$ cat src/core/amp_state_pkg.sv
// Package: states, register map, field positions and timing for the state machine
package amp_state_pkg;

    typedef enum logic [2:0] {
        ST_STANDBY,
        ST_IDLE,
        ST_AMP_RAMP,
        ST_AMP_ON,
        ST_TURNON_DIAG,
        ST_PERM_DIAG
    } op_state_t;

    // Register byte offsets
    localparam logic [11:0] CTRL_OFS   = 12'h000;
    localparam logic [11:0] STATUS_OFS = 12'h004;
    localparam logic [11:0] DIAG_OFS   = 12'h008;
    localparam logic [11:0] RES_OFS    = 12'h00C;

    // Control field positions
    localparam int AMP_ON_POS     = 0;
    localparam int DIAG_EN_POS    = 1;
    localparam int REAR_PLAY_POS  = 3;
    localparam int FRONT_PLAY_POS = 4;
    localparam int TW_SEL_POS     = 6;
    localparam int DIAG_START_POS = 0;

    localparam logic [7:0] CTRL_RST = 8'h00;

    // Ramp and diagnostic durations
    localparam int CLK_HZ       = 20_000_000;
    localparam int RAMP_MS      = 2;
    localparam int RAMP_CYCLES  = RAMP_MS * (CLK_HZ / 1000);
    localparam int DIAG_US      = 100;
    localparam int DIAG_CYCLES  = DIAG_US * (CLK_HZ / 1_000_000);
    localparam int SCLK_TMO_US  = 10;
    localparam int SCLK_TMO_CYC = SCLK_TMO_US * (CLK_HZ / 1_000_000);

    // Thermal-warning offsets below protection temperature, degrees
    localparam logic [7:0] TW_OFS0 = 8'h05;
    localparam logic [7:0] TW_OFS1 = 8'h0A;
    localparam logic [7:0] TW_OFS2 = 8'h14;
    localparam logic [7:0] TW_OFS3 = 8'h1E;

    typedef struct packed {
        logic       amp_on;
        logic       diag_en;
        logic       front_play;
        logic       rear_play;
        logic [1:0] tw_sel;
    } ctrl_t;

    typedef struct packed {
        logic low_batt;
        logic over_volt;
        logic lock_loss;
        logic thermal;
        logic supply_lt_8v;
        logic overcurrent;
    } cond_t;

endpackage

$ cat src/core/sync2.sv
// Two-flip-flop synchroniser for one pin level
`timescale 1ns/1ps
module sync2 (
    input  wire logic sys_clk_i,    // System clock
    input  wire logic reset_n_i,    // Synchronous reset, active low
    input  wire logic async_i,      // Asynchronous level
    output logic      sync_o        // Synchronised level
);
    logic meta_q;
    logic sync_q;

    always_ff @(posedge sys_clk_i) begin
        if (!reset_n_i) begin
            meta_q <= 1'b0;
            sync_q <= 1'b0;
        end else begin
            meta_q <= async_i;
            sync_q <= meta_q;
        end
    end

    assign sync_o = sync_q;
endmodule

$ cat src/core/tw_compare.sv
// Thermal-warning threshold compare
`timescale 1ns/1ps
module tw_compare
    import amp_state_pkg::*;
(
    input  wire logic       sys_clk_i,   // System clock
    input  wire logic       reset_n_i,   // Synchronous reset, active low
    input  wire logic [1:0] sel_i,       // Threshold select
    input  wire logic [7:0] temp_i,      // Junction temperature, degrees
    input  wire logic [7:0] tprot_i,     // Protection temperature
    output logic            warn_o       // Thermal warning
);
    logic [7:0] ofs;
    logic [7:0] thr;
    logic       warn_q;

    always_comb begin
        unique case (sel_i)
            2'h0: ofs = TW_OFS0;
            2'h1: ofs = TW_OFS1;
            2'h2: ofs = TW_OFS2;
            2'h3: ofs = TW_OFS3;
        endcase
        thr = tprot_i - ofs;
    end

    always_ff @(posedge sys_clk_i) begin
        if (!reset_n_i) begin
            warn_q <= 1'b0;
        end else begin
            warn_q <= (temp_i >= thr);
        end
    end

    assign warn_o = warn_q;
endmodule

$ cat src/core/amp_operating_state_fsm.sv
// Operating-state machine of a quad audio amplifier with APB control
`timescale 1ns/1ps

// Notes on behaviour
// - Six states: standby, idle, amplifier ramp, amplifier on, two diagnostic kinds.
// - Standby pin low keeps the device in standby, nothing active; here APB reads and tw_o still work.
// - Standby pin high enters low-power idle and accepts host commands.
// - Short-circuit protection stays enabled in low-power idle.
// - Idle holds speaker outputs and analog regulator off, zero volts.
// - Amplifier mode needs amp-on bit set and serial clock present.
// - Entering amplifier mode ramps bias from zero to half supply.
// - Front and rear play bits switch each pair between mute and play.
// - Hardware unmute input: low forces mute, high allows play.
// - Turn-on diagnostic runs only from low-power idle.
// - Overcurrent in play starts permanent diagnostic by itself.
// - Two-bit select sets warning at protection minus 5, 10, 20, 30.
// - Diagnostic starts on rising diag-enable edge while amp-on is zero.
// - No turn-on diagnostic below 8 V or under any mute condition.
// - Reading fourth result byte clears all four result bytes.
module amp_operating_state_fsm (
    input  wire logic                       sys_clk_i,    // 20 MHz clock
    input  wire logic                       reset_n_i,    // Sync reset, low
    input  wire logic                       psel_i,       // APB select
    input  wire logic                       penable_i,    // APB enable
    input  wire logic                       pwrite_i,     // APB write
    input  wire logic [11:0]                paddr_i,      // APB address
    input  wire logic [31:0]                pwdata_i,     // APB write data
    output logic      [31:0]                prdata_o,     // APB read data
    output logic                            pready_o,     // APB ready
    output logic                            pslverr_o,    // APB error
    input  wire logic                       standby_pin_i,// Standby pin
    input  wire logic                       sclk_i,       // Serial clock pin
    input  wire logic                       hardware_unmute_input_i,  // Hardware unmute
    input  wire logic                       hardware_unmute_input_en_i,// Package has pin
    input  wire amp_state_pkg::cond_t       cond_i,       // Fault conditions
    input  wire logic [7:0]                 temp_i,       // Junction temp
    input  wire logic [7:0]                 tprot_i,      // Protection temp
    input  wire logic [31:0]                diag_res_i,   // Four result bytes
    output amp_state_pkg::op_state_t        state_o,      // Current state
    output logic                            prot_en_o,    // Short protection
    output logic                            reg_on_o,     // Analog regulator
    output logic                            outputs_en_o, // Output stage on
    output logic                            ramp_o,       // Bias ramping
    output logic                            front_play_o, // Front pair playing
    output logic                            rear_play_o,  // Rear pair playing
    output logic                            tw_o          // Thermal warning
);
    import amp_state_pkg::*;

    // ***************************************************
    // Pin synchronisers
    // ***************************************************
    logic standby_pin_s;
    logic sclk_s;
    logic unmute_s;

    sync2 u_sync_standby_pin (
        .sys_clk_i (sys_clk_i),
        .reset_n_i (reset_n_i),
        .async_i   (standby_pin_i),
        .sync_o    (standby_pin_s)
    );
    sync2 u_sync_sclk (
        .sys_clk_i (sys_clk_i),
        .reset_n_i (reset_n_i),
        .async_i   (sclk_i),
        .sync_o    (sclk_s)
    );
    sync2 u_sync_unm (
        .sys_clk_i (sys_clk_i),
        .reset_n_i (reset_n_i),
        .async_i   (hardware_unmute_input_i),
        .sync_o    (unmute_s)
    );

    // ***************************************************
    // Serial clock presence detector
    // ***************************************************
    // Any edge within the timeout counts as a running clock
    logic        sclk_d1_q;
    logic [15:0] sclk_tmo_q;
    logic        sclk_ok;

    always_ff @(posedge sys_clk_i) begin
        if (!reset_n_i) begin
            sclk_d1_q  <= 1'b0;
            sclk_tmo_q <= 16'h0000;
        end else begin
            sclk_d1_q <= sclk_s;
            if (sclk_s != sclk_d1_q) begin
                sclk_tmo_q <= 16'(SCLK_TMO_CYC);
            end else if (sclk_tmo_q != 16'h0000) begin
                sclk_tmo_q <= sclk_tmo_q - 16'h0001;
            end
        end
    end
    assign sclk_ok = (sclk_tmo_q != 16'h0000);

    // ***************************************************
    // APB register file
    // ***************************************************
    ctrl_t       ctrl_q;
    logic [31:0] res_q;
    logic        res_valid_q;
    logic        wr_en;
    logic        rd_en;
    logic        addr_ok;
    op_state_t   state_q;
    logic        diag_done;

    assign addr_ok = (paddr_i == CTRL_OFS) || (paddr_i == STATUS_OFS) ||
                     (paddr_i == DIAG_OFS) || (paddr_i == RES_OFS);
    assign wr_en     = psel_i && penable_i && pwrite_i && addr_ok;
    assign rd_en     = psel_i && penable_i && !pwrite_i && addr_ok;
    assign pready_o  = 1'b1;
    assign pslverr_o = psel_i && penable_i && !addr_ok;

    always_ff @(posedge sys_clk_i) begin
        if (!reset_n_i || !standby_pin_s) begin
            ctrl_q <= ctrl_t'(6'(CTRL_RST));
        end else if (wr_en && paddr_i == CTRL_OFS) begin
            ctrl_q.amp_on     <= pwdata_i[AMP_ON_POS];
            ctrl_q.front_play <= pwdata_i[FRONT_PLAY_POS];
            ctrl_q.rear_play  <= pwdata_i[REAR_PLAY_POS];
            ctrl_q.tw_sel     <= pwdata_i[TW_SEL_POS +: 2];
        end else if (wr_en && paddr_i == DIAG_OFS) begin
            // Own word, so control writes never make a false start edge
            ctrl_q.diag_en    <= pwdata_i[DIAG_START_POS];
        end
    end

    always_comb begin
        prdata_o = 32'h0000_0000;
        if (rd_en) begin
            unique case (paddr_i)
                CTRL_OFS:   prdata_o = {24'h000000, ctrl_q.tw_sel, 1'b0,
                                        ctrl_q.front_play, ctrl_q.rear_play,
                                        1'b0, ctrl_q.diag_en, ctrl_q.amp_on};
                STATUS_OFS: prdata_o = {24'h000000, tw_o, sclk_ok,
                                        1'b0, res_valid_q, 1'b0,
                                        3'(state_q)};
                DIAG_OFS:   prdata_o = {31'h0, ctrl_q.diag_en};
                RES_OFS:    prdata_o = res_q;
                default:    prdata_o = 32'h0000_0000;
            endcase
        end
    end

    // ***************************************************
    // Mute conditions and diagnostic start
    // ***************************************************
    logic hw_mute;
    logic any_mute;
    logic diag_en_d1_q;
    logic diag_rise;
    logic diag_start;

    assign hw_mute  = hardware_unmute_input_en_i && !unmute_s;
    assign any_mute = cond_i.low_batt || cond_i.over_volt ||
                      cond_i.lock_loss || cond_i.thermal || hw_mute;

    always_ff @(posedge sys_clk_i) begin
        if (!reset_n_i) begin
            diag_en_d1_q <= 1'b0;
        end else begin
            diag_en_d1_q <= ctrl_q.diag_en;
        end
    end
    assign diag_rise  = ctrl_q.diag_en && !diag_en_d1_q;
    assign diag_start = diag_rise && !ctrl_q.amp_on &&
                        !cond_i.supply_lt_8v && !any_mute;

    // ***************************************************
    // Operating state machine
    // ***************************************************
    op_state_t   state_d;
    logic [17:0] tmr_q;
    logic        tmr_zero;

    assign tmr_zero = (tmr_q == 18'h00000);

    always_comb begin
        state_d = state_q;
        unique case (state_q)
            ST_STANDBY:
                if (standby_pin_s) state_d = ST_IDLE;
            ST_IDLE:
                if (diag_start) state_d = ST_TURNON_DIAG;
                else if (ctrl_q.amp_on && sclk_ok)
                    state_d = ST_AMP_RAMP;
            ST_AMP_RAMP:
                if (!ctrl_q.amp_on) state_d = ST_IDLE;
                else if (tmr_zero) state_d = ST_AMP_ON;
            ST_AMP_ON:
                if (!ctrl_q.amp_on) state_d = ST_IDLE;
                else if (cond_i.overcurrent &&
                         (front_play_o || rear_play_o))
                    state_d = ST_PERM_DIAG;
            ST_TURNON_DIAG:
                if (tmr_zero) state_d = ST_IDLE;
            ST_PERM_DIAG:
                if (tmr_zero) state_d = ST_AMP_ON;
        endcase
        if (!standby_pin_s) begin
            state_d = ST_STANDBY;
        end
    end

    always_ff @(posedge sys_clk_i) begin
        if (!reset_n_i) begin
            state_q <= ST_STANDBY;
        end else begin
            state_q <= state_d;
        end
    end

    always_ff @(posedge sys_clk_i) begin
        if (!reset_n_i) begin
            tmr_q <= 18'h00000;
        end else if (state_d != state_q) begin
            unique case (state_d)
                ST_AMP_RAMP:    tmr_q <= 18'(RAMP_CYCLES - 1);
                ST_TURNON_DIAG,
                ST_PERM_DIAG:   tmr_q <= 18'(DIAG_CYCLES - 1);
                default:        tmr_q <= 18'h00000;
            endcase
        end else if (!tmr_zero) begin
            tmr_q <= tmr_q - 18'h00001;
        end
    end
    assign diag_done = (state_q == ST_TURNON_DIAG) && tmr_zero;

    // ***************************************************
    // Diagnostic result bytes
    // ***************************************************
    // Results are latched at the end of the turn-on run
    always_ff @(posedge sys_clk_i) begin
        if (!reset_n_i || !standby_pin_s) begin
            res_q       <= 32'h0000_0000;
            res_valid_q <= 1'b0;
        end else if (diag_done) begin
            res_q       <= diag_res_i;
            res_valid_q <= 1'b1;
        end else if (rd_en && paddr_i == RES_OFS) begin
            res_q       <= 32'h0000_0000;
            res_valid_q <= 1'b0;
        end
    end

    // ***************************************************
    // Outputs
    // ***************************************************
    logic amp_live;
    assign amp_live = (state_q == ST_AMP_ON);

    assign state_o      = state_q;
    assign prot_en_o    = (state_q != ST_STANDBY);
    assign reg_on_o     = (state_q == ST_AMP_RAMP) || amp_live ||
                          (state_q == ST_PERM_DIAG);
    assign outputs_en_o = reg_on_o;
    assign ramp_o       = (state_q == ST_AMP_RAMP);
    assign front_play_o = amp_live && ctrl_q.front_play &&
                          !hw_mute;
    assign rear_play_o  = amp_live && ctrl_q.rear_play &&
                          !hw_mute;

    tw_compare u_tw (
        .sys_clk_i (sys_clk_i),
        .reset_n_i (reset_n_i),
        .sel_i     (ctrl_q.tw_sel),
        .temp_i    (temp_i),
        .tprot_i   (tprot_i),
        .warn_o    (tw_o)
    );

    // ***************************************************
    // Assertions
    // ***************************************************
    property p_standby_hold;
        @(posedge sys_clk_i) disable iff (!reset_n_i)
        !standby_pin_s |=> state_q == ST_STANDBY && !reg_on_o;
    endproperty
    a_standby_hold: assert property (p_standby_hold)
        else $error("not in standby while pin low");

    property p_wake_idle;
        @(posedge sys_clk_i) disable iff (!reset_n_i)
        state_q == ST_STANDBY && standby_pin_s |=> state_q == ST_IDLE;
    endproperty
    a_wake_idle: assert property (p_wake_idle)
        else $error("standby did not wake to idle");

    property p_idle_off;
        @(posedge sys_clk_i) disable iff (!reset_n_i)
        state_q == ST_IDLE |-> !reg_on_o && prot_en_o;
    endproperty
    a_idle_off: assert property (p_idle_off)
        else $error("idle with regulator on");

    property p_amp_entry;
        @(posedge sys_clk_i) disable iff (!reset_n_i)
        $rose(state_q == ST_AMP_RAMP) |->
            $past(ctrl_q.amp_on) && $past(sclk_ok);
    endproperty
    a_amp_entry: assert property (p_amp_entry)
        else $error("amplifier entered without amp-on and clock");

    property p_diag_gate;
        @(posedge sys_clk_i) disable iff (!reset_n_i)
        $rose(state_q == ST_TURNON_DIAG) |->
            $past(state_q) == ST_IDLE && !$past(ctrl_q.amp_on);
    endproperty
    a_diag_gate: assert property (p_diag_gate)
        else $error("turn-on diagnostic from wrong state");

    property p_diag_block;
        @(posedge sys_clk_i) disable iff (!reset_n_i)
        (cond_i.supply_lt_8v || any_mute) && standby_pin_s |=>
            !$rose(state_q == ST_TURNON_DIAG);
    endproperty
    a_diag_block: assert property (p_diag_block)
        else $error("diagnostic started under mute");

    property p_perm;
        @(posedge sys_clk_i) disable iff (!reset_n_i)
        amp_live && cond_i.overcurrent && front_play_o && standby_pin_s &&
            ctrl_q.amp_on |=> state_q == ST_PERM_DIAG;
    endproperty
    a_perm: assert property (p_perm)
        else $error("overcurrent missed permanent diagnostic");

    property p_hw_mute;
        @(posedge sys_clk_i) disable iff (!reset_n_i)
        hw_mute |-> !front_play_o && !rear_play_o;
    endproperty
    a_hw_mute: assert property (p_hw_mute)
        else $error("play while hardware mute");

    property p_res_clear;
        @(posedge sys_clk_i) disable iff (!reset_n_i)
        rd_en && paddr_i == RES_OFS && !diag_done && standby_pin_s |=>
            res_q == 32'h0000_0000;
    endproperty
    a_res_clear: assert property (p_res_clear)
        else $error("results not cleared after read");
endmodule

$ cat config.mk
export PLATFORM = sky130hd
export DESIGN_NAME = amp_operating_state_fsm
export DESIGN_NICKNAME = d
export VERILOG_FILES = /design/src/core/amp_state_pkg.sv /design/src/core/sync2.sv /design/src/core/tw_compare.sv /design/src/core/amp_operating_state_fsm.sv
export SDC_FILE = /design/constraint.sdc
export NUM_CORES = 1
export LEC_CHECK = 0
export BUFFER_PORTS_ARGS = -buffer_cell sky130_fd_sc_hd__buf_4
export CAP_MARGIN = 20
export CORE_AREA = 2 2 108 110
export DETAILED_ROUTE_END_ITERATION = 8
export DIE_AREA = 0 0 110 112
export PLACE_DENSITY = 0.63
export SLEW_MARGIN = 0
export SYNTH_ARGS = -nofsm -noshare
export SYNTH_HDL_FRONTEND = slang
export SYNTH_SLANG_ARGS = --single-unit
$ cat constraint.sdc
create_clock -name sys_clk_i -period 6.24 [get_ports sys_clk_i]
set_input_delay 0.624 -clock sys_clk_i [delete_from_list [all_inputs] [get_ports sys_clk_i]]
set_output_delay 0.624 -clock sys_clk_i [all_outputs]
set_load 0.005 [all_outputs]
### Word level (Yosys, flattened, before mapping)

Index checks and enable logic that the tools add are counted.

* input port bits: 107
* flip-flop bits (word level): 85
* word-level logic and storage cells: 117
* output and inout port bits: 44

* equality and inequality tests: 17
* muxes and demuxes: 21
* $lt $le $gt $ge: 1
* reduce and logical (&&, ||, !) cells: 53
* bitwise gates (word level): 2
* add/subtract/negate cells: 3

Operators by type and width (number)
* one-hot mux 32 bit (4 select lines): 1
* 2-to-1 mux 32 bit: 3
* 2-to-1 mux 18 bit: 2
* one-hot mux 16 bit (2 select lines): 1
* one-hot mux 8 bit (4 select lines): 1
* equality test 12 x 4 -> 1 bit, second input constant: 2
* 2-to-1 mux 3 bit: 8
* logical AND 1 bit: 21
* logical NOT 18 bit: 1
* one-hot mux 3 bit (6 select lines): 1
* subtractor 18 x 1 -> 18 bit, second input constant: 1
* 2-to-1 mux 8 bit: 2
* nonzero test 16 bit: 1
* subtractor 16 x 1 -> 16 bit, second input constant: 1
* equality test 12 x 3 -> 1 bit, second input constant: 1
* equality test 3 bit, second input constant: 4
* logical NOT 12 bit: 1
* logical OR 1 bit: 11
* logical NOT 1 bit: 10
* equality test 3 x 2 -> 1 bit, second input constant: 3
* greater-or-equal comparator 8 bit: 1
* subtractor 8 bit: 1
* equality test 2 bit, second input constant: 2
* nonzero test 2 bit: 2
* 12 further kinds: 15

### Depth between registers and ports, before layout

* word-level depth: 14
* gate-level depth with buffers: 12
* depth with buffers taken out: 12

### By module

Synthesis repeated with hierarchy kept, for this count alone.

* cell total of the unflattened synthesis: 571
* area, all modules: 4533.1 µm²

Modules (own cells, without submodules)
* amp_operating_state_fsm: area an instance 3927.5 µm², cells an instance 501, times used 1
* tw_compare: area an instance 447.9 µm², cells an instance 58, times used 1
* sync2: area an instance 52.6 µm², cells an instance 4, times used 3

### Least setup slack after synthesis

No wires, ideal clock.

* path type: input port to output port
* start point: input port paddr_i[7]
* end point: output port prdata_o[11]
* buffers on the path: 1
* stages: 5
* setup slack: 3.512 ns
* data arrival time: 2.104 ns
* required time: 5.616 ns
* cell sequence: nor4_1 nand3_1 nor4_2 clkbuf_1 and2_1

* word-level cells in the longest chain between the ends: 6
* elaborated cells on any way between the ends: 10
* those cells by class: eq/ne (3); mux (2); reduce/logical (5)

RTL lines
* from (decl): line amp_operating_state_fsm.sv:26 `input wire logic [11:0] paddr_i,`
* equality test 12 x 3 -> 1 bit or logical NOT 12 bit (tied branches): line amp_operating_state_fsm.sv:111, amp_operating_state_fsm.sv:135
* logical OR 1 bit (2 in series): line amp_operating_state_fsm.sv:111 `assign addr_ok = (paddr_i == CTRL_OFS) || (paddr_i == STATUS_OFS) ||`
* logical OR 1 bit: line amp_operating_state_fsm.sv:112 `(paddr_i == DIAG_OFS) || (paddr_i == RES_OFS);`
* logical AND 1 bit: line amp_operating_state_fsm.sv:114 `assign rd_en = psel_i && penable_i && !pwrite_i && addr_ok;`
* 2-to-1 mux 32 bit (*): line amp_operating_state_fsm.sv:134 `if (rd_en) begin`
* to (decl): line amp_operating_state_fsm.sv:28 `output logic [31:0] prdata_o,`

Every way passes the cells marked *; elsewhere a longest branch is shown, timed or not.

### Worst setup path after layout

* start point: register sclk_tmo_q[9]
* end point: output port prdata_o[6]

* word-level cells in the longest chain between the ends: 3

RTL lines
* from (decl): line amp_operating_state_fsm.sv:81 `logic [15:0] sclk_tmo_q;`
* from (signal assigned): line amp_operating_state_fsm.sv:91 `sclk_tmo_q <= 16'(SCLK_TMO_CYC);`
* from (signal assigned): line amp_operating_state_fsm.sv:93 `sclk_tmo_q <= sclk_tmo_q - 16'h0001;`
* nonzero test 16 bit: line amp_operating_state_fsm.sv:97 `assign sclk_ok = (sclk_tmo_q != 16'h0000);`
* one-hot mux 32 bit (4 select lines): line amp_operating_state_fsm.sv:135 `unique case (paddr_i)`
* 2-to-1 mux 32 bit: line amp_operating_state_fsm.sv:134

No other way between the ends.

==> results.md <==
- Adder-cell share of the synthesized area: 5.06%
- CP cell instances: nor4_1, nand4b_1, nor2_1, mux2i_1, a22oi_1, nor2_1, buf_4
- Via count: 3852
- Register area share after synthesis: 39.1%
- Max frequency: 0.294 GHz
- Period utilisation layout: 54.5%
- Ys flop type: dfxtp_1
- Hold Buf Count CTS: 0
- Post-synth ARST share: 0%
- CP Max Fanout: 9
- CP Launch Type: flip-flop
- Final instance area: 5650 µm²
- Drt wl/cell: 13.6 µm
- Core Rows: 39
- Setup Buffers After CTS: 0
- Syn avg cell area: 9.06 µm²
- Sum Neg Setup Slack: 0 ps
- WP buf/inv: 1
- Mux contribution to synthesized area: 3.54%
- Leakage: 2.41 nW
- DRC: 0
- Post-DP Area: 5350 µm²
- Worst vdd ir: 0.293 mV
- Cell mode on critical path: nor2_1
- Drt first pass iters: 5
- Area Overhead vs Synth: 30.0%
- Final max-slew violation count: 0
- Clk buf depth: 2
- Post-Route WL: 10100 µm
- Root Buffer Master: clkbuf_16
- Worst-Skew Late Latency: 350 ps
- CP endpoint kind: output pin
- CORE AREA: 11200 µm²
- Vias in the first global route: 3589
- FF+latch count, synth: 85
- Post-synth EDFFs: 0
- Iter 0 DRT Violations: 186
- I/O pin cnt: 151
- FF-to-FF setup slack: 3170 ps
- CP top delay family: simple AND/OR/NAND/NOR gates
- First-pass GRT wire length: 16400 µm
- Pwr/cell area: 357 nW/µm²
- Status: complete, no violations
- Post-cts gate resize count: 0
- DIE AREA: 12300 µm²
- Largest family of logic cells by synthesized area: simple AND/OR/NAND/NOR gates
- Antenna diodes: 0
- Commonest non-fill, non-tap cells in the layout: buf_4 (124), dfxtp_1 (85), nor2_1 (53), and2_1 (35), a22o_1 (33)
- HP Class: flip-flop to flip-flop
- Xor and xnor area share after synthesis: 6.44%
- Cell variety after synth: 56
- Fin nets: 719
- CTS sink count: 85
- Tmin final: 3400 ps
- Synth warn: 0
- Share of layout cells above drive strength 1: 25.7%
- IO buf count: 122
- Crit. Startpoint: sclk_tmo_q[9]$_SDFFE_PP0P_
- Crit-path max cell delay: 750 ps
- Slowest cell on the critical path: nor4_1
- Antenna violations before repair: 0
- Commonest non-fill, non-tap cell in the layout: buf_4
- Gpl congestion: 0.834
- Post-Synth Simple-Gate Area: 25.6%
- Largest net degree at the start of global routing: 33
- Final hold violation count: 0
- Synthesized instance count: 480
- Die Height: 112 µm
- Num CTS Buffers: 9
- Hold Startpoint: u_sync_unm.meta_q$_SDFF_PN0_
- Total GRT Usage: 16.7%
- DP HPWL: 7460 µm
- Netlist Area Pre-Place: 4350 µm²
- Htree depth: 3
- Worst-path clk slew: 60 ps
- Global route total overflow: 0
- Compound-gate portion of the synthesized area: 15.7%
- Via/cell ratio: 5.18
- RSZ-0062 raised after global routing: no
- Setup Viol. Count Final: 0
- Initial core utilization: 38.9%
- CTS tree: done
- Worst-Margin Slew: 853 ps
- Die Width: 110 µm
- Worst EP required: 5620 ps
- MaxCap Viol Count: 0
- Routed Antenna Nets: 0
- Rel. slew slack: 42.6%
- Final setup skew: 6.36 ps
- Crit path arrival time: 2780 ps
- Reg2reg start: tmr_q[0]$_SDFFE_PN0P_
- Post-Syn Nets: 604
- WS Path Type: flip-flop to output pin
[power by group]
group          total (mW)  internal (mW)  switching [mW]
combinational       0.748          0.346           0.402
sequential          0.726          0.638          0.0885
clock               0.543          0.323           0.220
total                2.02           1.31           0.711
[registers in the layout, summed over array words and instances, names as in the netlist, 3 cells and up]
register    flops
res_q          32
tmr_q          18
sclk_tmo_q     16
ctrl_q          6
state_o         3
[final timing paths]
path,endpoint,cells past startpoint
worst max register to register,res_q[13]$_SDFFE_PP0P_,8
worst max-delay path,prdata_o[6],7
worst min register to register,u_sync_unm.sync_o$_SDFF_PN0_,1
worst min-delay path,u_sync_unm.sync_o$_SDFF_PN0_,1
[cells by family (layout without fill, tap and decap cells)]
logic type / count (synthesis) / in the layout
adders and majority gates: 17 / 17
buffers and inverters: 37 / 157
xor gates and xnor gates: 32 / 32
other: 1 / 1
muxes: 14 / 14
AOI/OAI and AO/OA: 95 / 95
DFF: 85 / 85
and+or+nand+nor: 199 / 199
[metal layers]
metal,up-vias,GRT usage (%),wire (µm)
met3,13,5.91,704
met4,0,6.08,187
met5,-,0,0
met1,1780,21.1,4630
li1,1941,-,-
met2,118,26.1,4550
[Yosys cell counts (all sizes together) (4+ instances only)]
cell type	number	area share (%)
dfxtp	85	39
nor2	54	4.8
and2	35	5.0
a22o	33	6.6
a21oi	25	2.9
nand2	17	1.5
xor2	17	3.4
ha	16	4.6
inv	16	1.4
nand3	16	2.0
xnor2	15	3.0
nor4	14	2.3
mux2i	12	2.8
nor2b	12	1.7
o21ai	12	1.4
clkbuf	11	0.95
nor3	11	1.5
buf	10	2.1
nand2b	7	1.0
or3	6	0.98
a31oi	5	0.72
nand4	5	0.72
a211oi	4	0.69
nand4b	4	0.81
nor3b	4	0.69
o31ai	4	0.69
[worst register-to-register path: stages (launching register included)]
cell and delay [ps]:
dfxtp_1 320, inv_1 110, ha_1 220, nor3b_1 400, nand3_1 350, nor3_4 560, nand3_2 180, nor2_4 620
a22o_1 250
[final cells by class]
cell class / instances / area [µm²]
fill: 1026 / 5520
multi-input combinational: 358 / 2460
sequential: 85 / 1700
timing repair buffer: 125 / 942
clock buffer: 10 / 239
tap: 143 / 179
clock inverter: 6 / 68.8
inverter: 16 / 60.1
[through the flow]
stage	setup slack [ps]	utilization (%)	total power, mW	instances	hold slack, ps
after floorplan	3510	-	1.30	480	412
after global placement	2850	47.7	1.45	726	414
after detailed placement	3190	47.8	1.48	727	419
after CTS	2880	50.6	2.04	743	433
after global routing	2630	50.6	2.17	743	441
final	2840	50.6	2.02	743	431
(Power assumes the default switching activity.)
